### src/aid_pkg.sv
// Functional notes
// - Same opcodes and effects as standard core.
// - Own clocks per instruction cycle allowed.
// - Relative signed, immediate 8-bit, 11/16-bit targets.
// - Add-with-carry: 38-3F, 35, 36-37, 34.
// - Add: 25, 26-27, 24 forms.
// - Subtract-with-borrow: 98-9F, 95, 96-97, 94.
// - Increment: 04, 08-0F, 06-07, 05.
// - Decrement: 14, 18-1F, 16-17, 15.
// - Increment data pointer A3, 1 byte, 3 cycles.
// - AND to direct: 52 two, 53 three.
// - OR: 48-4F, 45, 46-47, 44, 42, 43.
// - XOR: 68-6F, 65, 66-67, 64, 62, 63.
// - Register/indirect 1/1; direct/immediate 2/2.
// - Rotates 23, 33, 03, 13: 1/1.
// - Indirect low opcode bit selects pointer register.
package aid_pkg;

   // Operation classes reported to the accumulator datapath.
   typedef enum logic [4:0] {
      OP_NONE = 5'h00, OP_ADD = 5'h01, OP_ADD_CARRY = 5'h02, OP_SUB_BORROW = 5'h03,
      OP_INC = 5'h04, OP_DEC = 5'h05, OP_INCDP = 5'h06, OP_MUL = 5'h07,
      OP_DIV = 5'h08, OP_DEC_ADJ = 5'h09, OP_AND = 5'h0A, OP_OR = 5'h0B,
      OP_XOR = 5'h0C, OP_CLR = 5'h0D, OP_CPL = 5'h0E, OP_SWAP = 5'h0F,
      OP_RL = 5'h10, OP_RL_CARRY = 5'h11, OP_RR = 5'h12, OP_RR_CARRY = 5'h13
   } aid_op_t;

   // Operand source or destination addressing form.
   typedef enum logic [2:0] {
      AM_NONE = 3'h0, AM_ACC = 3'h1, AM_BANK = 3'h2, AM_DIRECT = 3'h3,
      AM_INDIRECT = 3'h4, AM_IMM = 3'h5, AM_DIR_ACC = 3'h6, AM_DIR_IMM = 3'h7
   } aid_mode_t;

   // Decoded instruction as handed to the datapath.
   typedef struct packed {
      logic valid;
      logic known;
      aid_op_t op;
      aid_mode_t mode;
      logic [2:0] regSel;
      logic [1:0] length;
      logic [2:0] cycles;
      logic [7:0] opcode;
      logic [7:0] operand1;
      logic [7:0] operand2;
   } aid_instr_t;

   // Field positions and fixed counts.
   localparam int REG_LSB = 0;
   localparam int REG_MSB = 2;
   localparam int PTR_BIT = 0;
   localparam logic [1:0] LEN_ONE = 2'h1;
   localparam logic [1:0] LEN_TWO = 2'h2;
   localparam logic [1:0] LEN_THREE = 2'h3;
   localparam logic [2:0] CYC_ONE = 3'h1;
   localparam logic [2:0] CYC_TWO = 3'h2;
   localparam logic [2:0] CYC_THREE = 3'h3;
   localparam logic [2:0] CYC_FIVE = 3'h5;

   // Group bases in the upper nibble.
   localparam logic [3:0] HI_INC = 4'h0;
   localparam logic [3:0] HI_DEC = 4'h1;
   localparam logic [3:0] HI_ADD = 4'h2;
   localparam logic [3:0] HI_ADD_CARRY = 4'h3;
   localparam logic [3:0] HI_OR = 4'h4;
   localparam logic [3:0] HI_AND = 4'h5;
   localparam logic [3:0] HI_XOR = 4'h6;
   localparam logic [3:0] HI_SUB_BORROW = 4'h9;

   // Single opcodes outside the regular grid.
   localparam logic [7:0] OPC_RR = 8'h03;
   localparam logic [7:0] OPC_RR_CARRY = 8'h13;
   localparam logic [7:0] OPC_RL = 8'h23;
   localparam logic [7:0] OPC_RL_CARRY = 8'h33;
   localparam logic [7:0] OPC_INCDP = 8'hA3;
   localparam logic [7:0] OPC_MUL = 8'hA4;
   localparam logic [7:0] OPC_DIV = 8'h84;
   localparam logic [7:0] OPC_DEC_ADJ = 8'hD4;
   localparam logic [7:0] OPC_CLR = 8'hE4;
   localparam logic [7:0] OPC_CPL = 8'hF4;
   localparam logic [7:0] OPC_SWAP = 8'hC4;

   // Sign-extends a relative offset byte to a 16-bit displacement.
   function automatic logic [15:0] relExtend(input logic [7:0] rel);
      relExtend = {{8{rel[7]}}, rel};
   endfunction : relExtend

endpackage : aid_pkg

### src/aid_instr_sequencer.sv
`timescale 1ns/1ps
// Fetch sequencer: takes an opcode, collects its operand bytes, then holds
// the next opcode request until the instruction's cycle count has run out.
// One clock of sys_clk is one instruction cycle here; the core may map its
// own clocks per cycle outside this block.
// Every instruction spends one extra cycle in the execute state after its
// count runs out, so opcodes are taken at most every cycles+1 clocks; this
// trades a little throughput for a fully registered fetch handshake.
module aid_instr_sequencer (
   input wire logic sys_clk,
   input wire logic rst,
   input wire logic fetchValid,
   input wire logic [7:0] fetchByte,
   output logic fetchReady,
   output aid_pkg::aid_instr_t instrOut,
   output logic indPtrSel,
   output logic [15:0] relDisp
);
   import aid_pkg::*;

   // One-hot sequencer states.
   typedef enum logic [3:0] {
      ST_OPCODE = 4'h1,
      ST_OPER1 = 4'h2,
      ST_OPER2 = 4'h4,
      ST_EXEC = 4'h8
   } aid_state_t;

   // Current and next sequencer state.
   aid_state_t state_q;
   aid_state_t state_d;

   // Instruction being assembled, and registered outputs.
   aid_instr_t cur_q;
   aid_instr_t cur_d;
   aid_instr_t out_q;
   aid_instr_t out_d;
   logic ready_q;
   logic ready_d;
   logic ptr_q;
   logic [15:0] rel_q;

   // Decoder results for the byte on the fetch port.
   aid_op_t decOp;
   aid_mode_t decMode;
   logic [2:0] decReg;
   logic [1:0] decLen;
   logic [2:0] decCyc;
   logic decKnown;

   // The decoder looks at the raw fetch byte, so an opcode is classified
   // in the very cycle it is taken, with no extra pipeline stage.
   aid_opcode_decode u_decode (
      .opcode(fetchByte),
      .op(decOp),
      .mode(decMode),
      .regSel(decReg),
      .length(decLen),
      .cycles(decCyc),
      .known(decKnown)
   );

   // A byte is taken when the fetch side offers it and we asked for it.
   wire take = fetchValid & ready_q;
   wire timerDone;
   wire lastByte;
   wire issue;
   wire timerLoad;

   // The instruction is complete once its final byte is taken.
   assign lastByte = (state_q == ST_OPCODE) ? (decLen == LEN_ONE)
                   : (state_q == ST_OPER1) ? (cur_q.length == LEN_TWO)
                   : (state_q == ST_OPER2);
   assign issue = take & lastByte;
   // Cycle count runs from the opcode byte, so operand fetches count too.
   assign timerLoad = take & (state_q == ST_OPCODE);

   // The timer is loaded with the opcode's count as the opcode is taken.
   aid_cycle_timer u_timer (
      .sys_clk(sys_clk),
      .rst(rst),
      .load(timerLoad),
      .cycles(decCyc),
      .done(timerDone)
   );

   // Next-state, assembly and output logic.
   always_comb begin
      state_d = state_q;
      cur_d = cur_q;
      out_d = out_q;
      out_d.valid = 1'b0;
      ready_d = ready_q;
      case (state_q)
         ST_OPCODE: begin
            if (take) begin
               // Operands are cleared so that a short form never shows stale
               // bytes from the instruction before.
               cur_d.valid = 1'b1;
               cur_d.known = decKnown;
               cur_d.op = decOp;
               cur_d.mode = decMode;
               cur_d.regSel = decReg;
               cur_d.length = decLen;
               cur_d.cycles = decCyc;
               cur_d.opcode = fetchByte;
               cur_d.operand1 = 8'h00;
               cur_d.operand2 = 8'h00;
               state_d = (decLen == LEN_ONE) ? ST_EXEC : ST_OPER1;
               ready_d = (decLen != LEN_ONE);
            end
         end
         ST_OPER1: begin
            if (take) begin
               // The first operand doubles as the relative offset.
               cur_d.operand1 = fetchByte;
               state_d = (cur_q.length == LEN_TWO) ? ST_EXEC : ST_OPER2;
               ready_d = (cur_q.length != LEN_TWO);
            end
         end
         ST_OPER2: begin
            if (take) begin
               // Only the direct-immediate forms reach a third byte.
               cur_d.operand2 = fetchByte;
               state_d = ST_EXEC;
               ready_d = 1'b0;
            end
         end
         ST_EXEC: begin
            // Hold fetch until the cycle count has elapsed.
            if (timerDone) begin
               state_d = ST_OPCODE;
               ready_d = 1'b1;
            end
         end
         default: begin
            // An illegal state code restarts at the opcode fetch.
            state_d = ST_OPCODE;
            ready_d = 1'b1;
         end
      endcase
      // Publish the complete instruction with the final byte included.
      if (issue) begin
         out_d = cur_d;
         out_d.valid = 1'b1;
      end
   end

   // Registers for state, assembly and outputs.
   always_ff @(posedge sys_clk or posedge rst) begin
      if (rst) begin
         state_q <= ST_OPCODE;
         cur_q <= '0;
         out_q <= '0;
         ready_q <= 1'b1;
      end else begin
         state_q <= state_d;
         cur_q <= cur_d;
         out_q <= out_d;
         ready_q <= ready_d;
      end
   end

   // Pointer select and relative displacement follow the issued word.
   always_ff @(posedge sys_clk or posedge rst) begin
      if (rst) begin
         ptr_q <= 1'b0;
         rel_q <= 16'h0000;
      end else if (issue) begin
         ptr_q <= cur_d.opcode[PTR_BIT];
         rel_q <= relExtend(cur_d.operand1);
      end
   end

   // Every output comes straight from a register.
   assign fetchReady = ready_q;
   assign instrOut = out_q;
   assign indPtrSel = ptr_q;
   assign relDisp = rel_q;
endmodule : aid_instr_sequencer

### src/aid_opcode_decode.sv
`timescale 1ns/1ps
// Pure combinational opcode table for the arithmetic and logical groups.
module aid_opcode_decode (
   input wire logic [7:0] opcode,
   output aid_pkg::aid_op_t op,
   output aid_pkg::aid_mode_t mode,
   output logic [2:0] regSel,
   output logic [1:0] length,
   output logic [2:0] cycles,
   output logic known
);
   import aid_pkg::*;

   // Upper and lower nibbles drive the grid decode.
   wire [3:0] hiNib = opcode[7:4];
   wire [3:0] loNib = opcode[3:0];
   wire isBank = opcode[3];
   wire isInd = (loNib[3:1] == 3'h3);
   wire isDir = (loNib == 4'h5);
   wire isImm = (loNib == 4'h4);
   wire isDirAcc = (loNib == 4'h2);
   wire isDirImm = (loNib == 4'h3);

   // Table lookup; defaults give every output a value before any branch.
   always_comb begin
      op = OP_NONE;
      mode = AM_NONE;
      length = LEN_ONE;
      cycles = CYC_ONE;
      known = 1'b0;
      regSel = opcode[REG_MSB:REG_LSB];
      // Grid members share one shape: register, indirect, direct, immediate.
      if (isBank) begin
         mode = AM_BANK;
      end else if (isInd) begin
         mode = AM_INDIRECT;
      end else if (isDir) begin
         mode = AM_DIRECT;
         length = LEN_TWO;
         cycles = CYC_TWO;
      end else if (isImm) begin
         mode = AM_IMM;
         length = LEN_TWO;
         cycles = CYC_TWO;
      end
      case (hiNib)
         HI_ADD: begin
            op = OP_ADD;
            known = isBank | isInd | isDir | isImm;
         end
         HI_ADD_CARRY: begin
            op = OP_ADD_CARRY;
            known = isBank | isInd | isDir | isImm;
         end
         HI_SUB_BORROW: begin
            op = OP_SUB_BORROW;
            known = isBank | isInd | isDir | isImm;
         end
         HI_INC, HI_DEC: begin
            // Accumulator form sits where other groups keep immediate.
            op = (hiNib == HI_INC) ? OP_INC : OP_DEC;
            known = isBank | isInd | isDir | isImm;
            if (isImm) begin
               mode = AM_ACC;
               length = LEN_ONE;
               cycles = CYC_ONE;
            end
         end
         HI_AND, HI_OR, HI_XOR: begin
            op = (hiNib == HI_AND) ? OP_AND : (hiNib == HI_OR) ? OP_OR : OP_XOR;
            known = isBank | isInd | isDir | isImm | isDirAcc | isDirImm;
            if (isDirAcc) begin
               mode = AM_DIR_ACC;
               length = LEN_TWO;
               cycles = CYC_TWO;
            end else if (isDirImm) begin
               mode = AM_DIR_IMM;
               length = LEN_THREE;
               cycles = CYC_THREE;
            end
         end
         default: begin
            known = 1'b0;
         end
      endcase
      // Irregular single opcodes override the grid result.
      case (opcode)
         OPC_RR: begin op = OP_RR; mode = AM_ACC; known = 1'b1; end
         OPC_RR_CARRY: begin op = OP_RR_CARRY; mode = AM_ACC; known = 1'b1; end
         OPC_RL: begin op = OP_RL; mode = AM_ACC; known = 1'b1; end
         OPC_RL_CARRY: begin op = OP_RL_CARRY; mode = AM_ACC; known = 1'b1; end
         OPC_INCDP: begin
            op = OP_INCDP;
            mode = AM_NONE;
            length = LEN_ONE;
            cycles = CYC_THREE;
            known = 1'b1;
         end
         OPC_MUL, OPC_DIV: begin
            op = (opcode == OPC_MUL) ? OP_MUL : OP_DIV;
            mode = AM_ACC;
            length = LEN_ONE;
            cycles = CYC_FIVE;
            known = 1'b1;
         end
         // These sit in the immediate column, so its two-byte shape is undone.
         OPC_DEC_ADJ: begin
            op = OP_DEC_ADJ;
            mode = AM_ACC;
            length = LEN_ONE;
            cycles = CYC_ONE;
            known = 1'b1;
         end
         OPC_CLR: begin
            op = OP_CLR;
            mode = AM_ACC;
            length = LEN_ONE;
            cycles = CYC_ONE;
            known = 1'b1;
         end
         OPC_CPL: begin
            op = OP_CPL;
            mode = AM_ACC;
            length = LEN_ONE;
            cycles = CYC_ONE;
            known = 1'b1;
         end
         OPC_SWAP: begin
            op = OP_SWAP;
            mode = AM_ACC;
            length = LEN_ONE;
            cycles = CYC_ONE;
            known = 1'b1;
         end
         default: begin
         end
      endcase
      // Anything outside these groups is passed through as unknown, one byte.
      if (!known) begin
         op = OP_NONE;
         mode = AM_NONE;
         length = LEN_ONE;
         cycles = CYC_ONE;
      end
   end

endmodule : aid_opcode_decode

### src/aid_cycle_timer.sv
`timescale 1ns/1ps
// Counts instruction cycles remaining for the executing instruction.
module aid_cycle_timer (
   input wire logic sys_clk,
   input wire logic rst,
   input wire logic load,
   input wire logic [2:0] cycles,
   output logic done
);
   import aid_pkg::*;

   // Remaining cycles; zero means idle.
   logic [2:0] remain_q;
   logic [2:0] remain_d;

   // A load starts the count; one cycle is spent in the loading cycle.
   assign remain_d = load ? 3'(cycles - CYC_ONE)
                   : (remain_q != 3'h0) ? 3'(remain_q - 3'h1) : 3'h0;
   assign done = (remain_q == 3'h0) & ~load;

   // Counter register.
   always_ff @(posedge sys_clk or posedge rst) begin
      if (rst) begin
         remain_q <= 3'h0;
      end else begin
         remain_q <= remain_d;
      end
   end

endmodule : aid_cycle_timer

### config.mk
export PLATFORM = sky130hd
export DESIGN_NAME = aid_instr_sequencer
export DESIGN_NICKNAME = d
export VERILOG_FILES = /design/src/aid_pkg.sv /design/src/aid_instr_sequencer.sv /design/src/aid_opcode_decode.sv /design/src/aid_cycle_timer.sv
export SDC_FILE = /design/constraint.sdc
export NUM_CORES = 1
export LEC_CHECK = 0
export ABC_AREA = 1
export BUFFER_PORTS_ARGS = -buffer_cell sky130_fd_sc_hd__clkbuf_2
export CAP_MARGIN = 10
export CORE_MARGIN = 2
export CORE_UTILIZATION = 43
export CTS_CLUSTER_SIZE = 8
export DETAILED_ROUTE_END_ITERATION = 6
export MAX_ROUTING_LAYER = met4
export PLACE_DENSITY_LB_ADDON = 0.2
export SLEW_MARGIN = 40
export SYNTH_ARGS = -nofsm -noshare
export SYNTH_HDL_FRONTEND = slang
export SYNTH_SLANG_ARGS = --single-unit
### constraint.sdc
create_clock -name sys_clk -period 2.82 [get_ports sys_clk]
set_clock_uncertainty 0.1 [all_clocks]
set_input_delay 0.423 -clock sys_clk [delete_from_list [all_inputs] [get_ports sys_clk]]
set_output_delay 0.423 -clock sys_clk [all_outputs]
set_load 0.01 [all_outputs]
==> impl_metrics.json <==
{
  "status": "completed",
  "syn-cell-area_mm2": 0.00428,
  "path_max_fanout": 40,
  "holdWs_ns": 0.0382,
  "leakage_nw": 2.67,
  "critPathKind": "register to register",
  "met3_usage": 0.0459,
  "fp.dieW_um": 104,
  "instances_no_fill": 726,
  "clkLatencyLatePin_ns": 0.36,
  "yosys_warnings": 0,
  "area_growth_pct": 11.8,
  "gr-usage-met2": 0.325,
  "power_density_mw_per_mm2": 835,
  "syn-instance-count": 535,
  "grt_start_max_net_pins": 92,
  "crit_slowest_cell": "dfstp_2",
  "finalSetupViolations": 0,
  "finalCriticalPeriod_ns": 2.20,
  "hp-class": "input pin to asynchronous set/reset pin",
  "vdd_ir_drop_max_v": 0.000373,
  "ant_nets": 0,
  "routed_wl_um": 9910,
  "ys_seq_elements": 91,
  "root_buffer": "clkbuf_8",
  "slowest_delay_ns": 0.54,
  "multiInputGateArea_mm2": 0.00163,
  "antenna_found_initial": 0,
  "viasPerCell": 4.81,
  "relSlewSlack": 0.528,
  "grt_pass1_vias": 3437,
  "finalSetupTns_ns": 0,
  "dp.cells": 710,
  "use_met1": 0.261,
  "fillCellCount": 1003,
  "cts_buffer_depth": 2,
  "synth.avg_cell_area_um2": 8.00,
  "synth-edff-count": 0,
  "postCtsSetupRepairBufs": 0,
  "gp_congestion": 0.929,
  "path_clk_slew_ns": 0.08,
  "antenna_cells": 0,
  "dr.first_iter.drc_count": 180,
  "critical_path_buf_inv_count": 3,
  "top_usage_layer": "met2",
  "die_h_um": 104,
  "crit_path_frequent_cell": "nand2_1",
  "fin_crit_sh": 0.782,
  "cap_violations": 0,
  "arrival_ns": 2.41,
  "ys_seq_area_frac": 0.533,
  "max_freq_ghz": 0.454,
  "cts.sinks": 91,
  "drive_above_1_share": 0.191,
  "tightest_slew_ns": 0.707,
  "synth_cell_type_count": 28,
  "synth_top_flop_cell": "dfrtp_1",
  "cts_resized": 0,
  "synth_nets": 549,
  "grt_pass1_wl_um": 17000,
  "post-dp-hpwl_um": 6880,
  "initial_utilization": 0.440,
  "grt_overflow": 0,
  "holdBufCountCts": 0,
  "startpoint_type": "register",
  "post-place-ws_ns": 0.500,
  "grt_usage": 0.203,
  "power_w": 0.00399,
  "wl_per_cell_um": 13.7,
  "io_buffers": 70,
  "cts_max_level": 3,
  "cts_tree": "yes",
  "via_count": 3495,
  "async_reset_ff_frac": 1.00,
  "worstPathRequired_ns": 3.02,
  "path_cells": "nand2_1, inv_1, o21ai_0, inv_1, nand2_4, inv_2, nand2_1, nand2_1",
  "cp_top_family": "buffers and inverters",
  "cts_buffers": 9,
  "core_area_mm2": 0.00973,
  "drc": 0,
  "dieArea_mm2": 0.0108,
  "crit_path_end_kind": "register",
  "layout.nets": 602,
  "seq_area_mm2": 0.00228,
  "finalWorstSetupSlack_ns": 0.615,
  "rows": 36,
  "timing_hold_violations_final": 0,
  "dr.pass1.iters": 4,
  "ios": 71,
  "slew_violations": 0,
  "rsz0062_at_grt": "false"
}
==> power breakdown <==
| part | switching (W) | internal (W) |
|---|---|---|
| logic | 0.000941 | 0.000432 |
| registers | 0.000155 | 0.00166 |
| clock network | 0.000453 | 0.000349 |
==> logic make-up after synthesis <==
group / Yosys count / share of synthesized area
and+or+nand+nor: 301 / 0.283
DFF: 91 / 0.533
AOI/OAI and AO/OA: 71 / 0.0866
buffers and inverters: 68 / 0.0863
adders and majority gates: 3 / 0.00878
xor gates and xnor gates: 1 / 0.00205
==> per-layer routing <==
layer / routed length (um) / vias to the layer above
li1: - / 1765
met1: 4530 / 1632
met2: 4710 / 84
met3: 506 / 14
met4: 167 / 0
met5: 0 / -
==> worst min-delay path, cell delays in order <==
cell and delay [ns]:
clkbuf_2 0.10, clkinvlp_4 0.07, buf_12 0.33
==> cell usage after synthesis, types with 4 or more instances <==
cell type    n  area share
nand2_1    237        0.21
dfrtp_1     89        0.52
buf_2        4      0.0047
clkbuf_1     5      0.0044
o21ai_0     56       0.066
inv_2        8      0.0070
buf_6        4       0.011
nor2_1      28       0.025
inv_1       26       0.023
nand3_1     20       0.023
o21ai_1      4      0.0047
buf_4       21       0.037
nor2_2       4      0.0058
a21oi_1      4      0.0047
==> final timing paths <==
check	start	endpoint	slack, ns	cells past startpoint
max in group asynchronous	rst	instrOut[21]	2.15	3
worst min-delay path	rst	u_timer.remain_q[1]	0.04	3
worst max-delay path	fetchReady	instrOut[34]	0.62	8
min in group sys_clk	fetchValid	state_q[0]	0.31	4
worst max register to register	fetchReady	instrOut[34]	0.62	8
worst min register to register	cur_q[26]	cur_q[26]	0.38	2
==> state kept, by name, indices dropped and copies added (netlist names) <==
signal and count:
state_q 4, fetchReady 1, instrOut 34, u_timer.remain_q 3, cur_q 41, relDisp 8
==> through the flow <==
stage / utilization / instance area [um^2]
after CTS: 0.491 / 4780
after floorplan: - / 4280
final: 0.491 / 4780
after global routing: 0.491 / 4780
after detailed placement: 0.474 / 4610
after global placement: 0.474 / 4610
==> cells in the final DEF (no fill, tap or decap), types with 2 or more instances in the layout <==
| master | Yosys | layout |
|---|---|---|
| clkbuf_8 | 0 | 10 |
| nand2_1 | 237 | 237 |
| o21ai_1 | 4 | 4 |
| nand2_2 | 3 | 3 |
| nor2_1 | 28 | 28 |
| o21ai_0 | 56 | 56 |
| buf_4 | 21 | 5 |
| inv_1 | 26 | 25 |
| ha_1 | 3 | 3 |
| nand3_1 | 20 | 20 |
| nor3_1 | 3 | 3 |
| nor2_2 | 4 | 4 |
| nor2_4 | 2 | 2 |
| inv_2 | 8 | 8 |
| clkbuf_2 | 0 | 70 |
| clkbuf_1 | 5 | 4 |
| dfstp_2 | 2 | 2 |
| a21oi_2 | 2 | 2 |
| a21oi_1 | 4 | 4 |
| dfrtp_1 | 89 | 89 |
| o22ai_1 | 3 | 3 |
==> cell type report <==
type / count / area share
tap: 133 / 0.0348
multi-input combinational: 376 / 0.341
timing repair buffer: 76 / 0.0853
sequential: 91 / 0.477
clock buffer: 14 / 0.0319
clock inverter: 2 / 0.00288
inverter: 34 / 0.0275
Power figures use the tool's default switching activity.
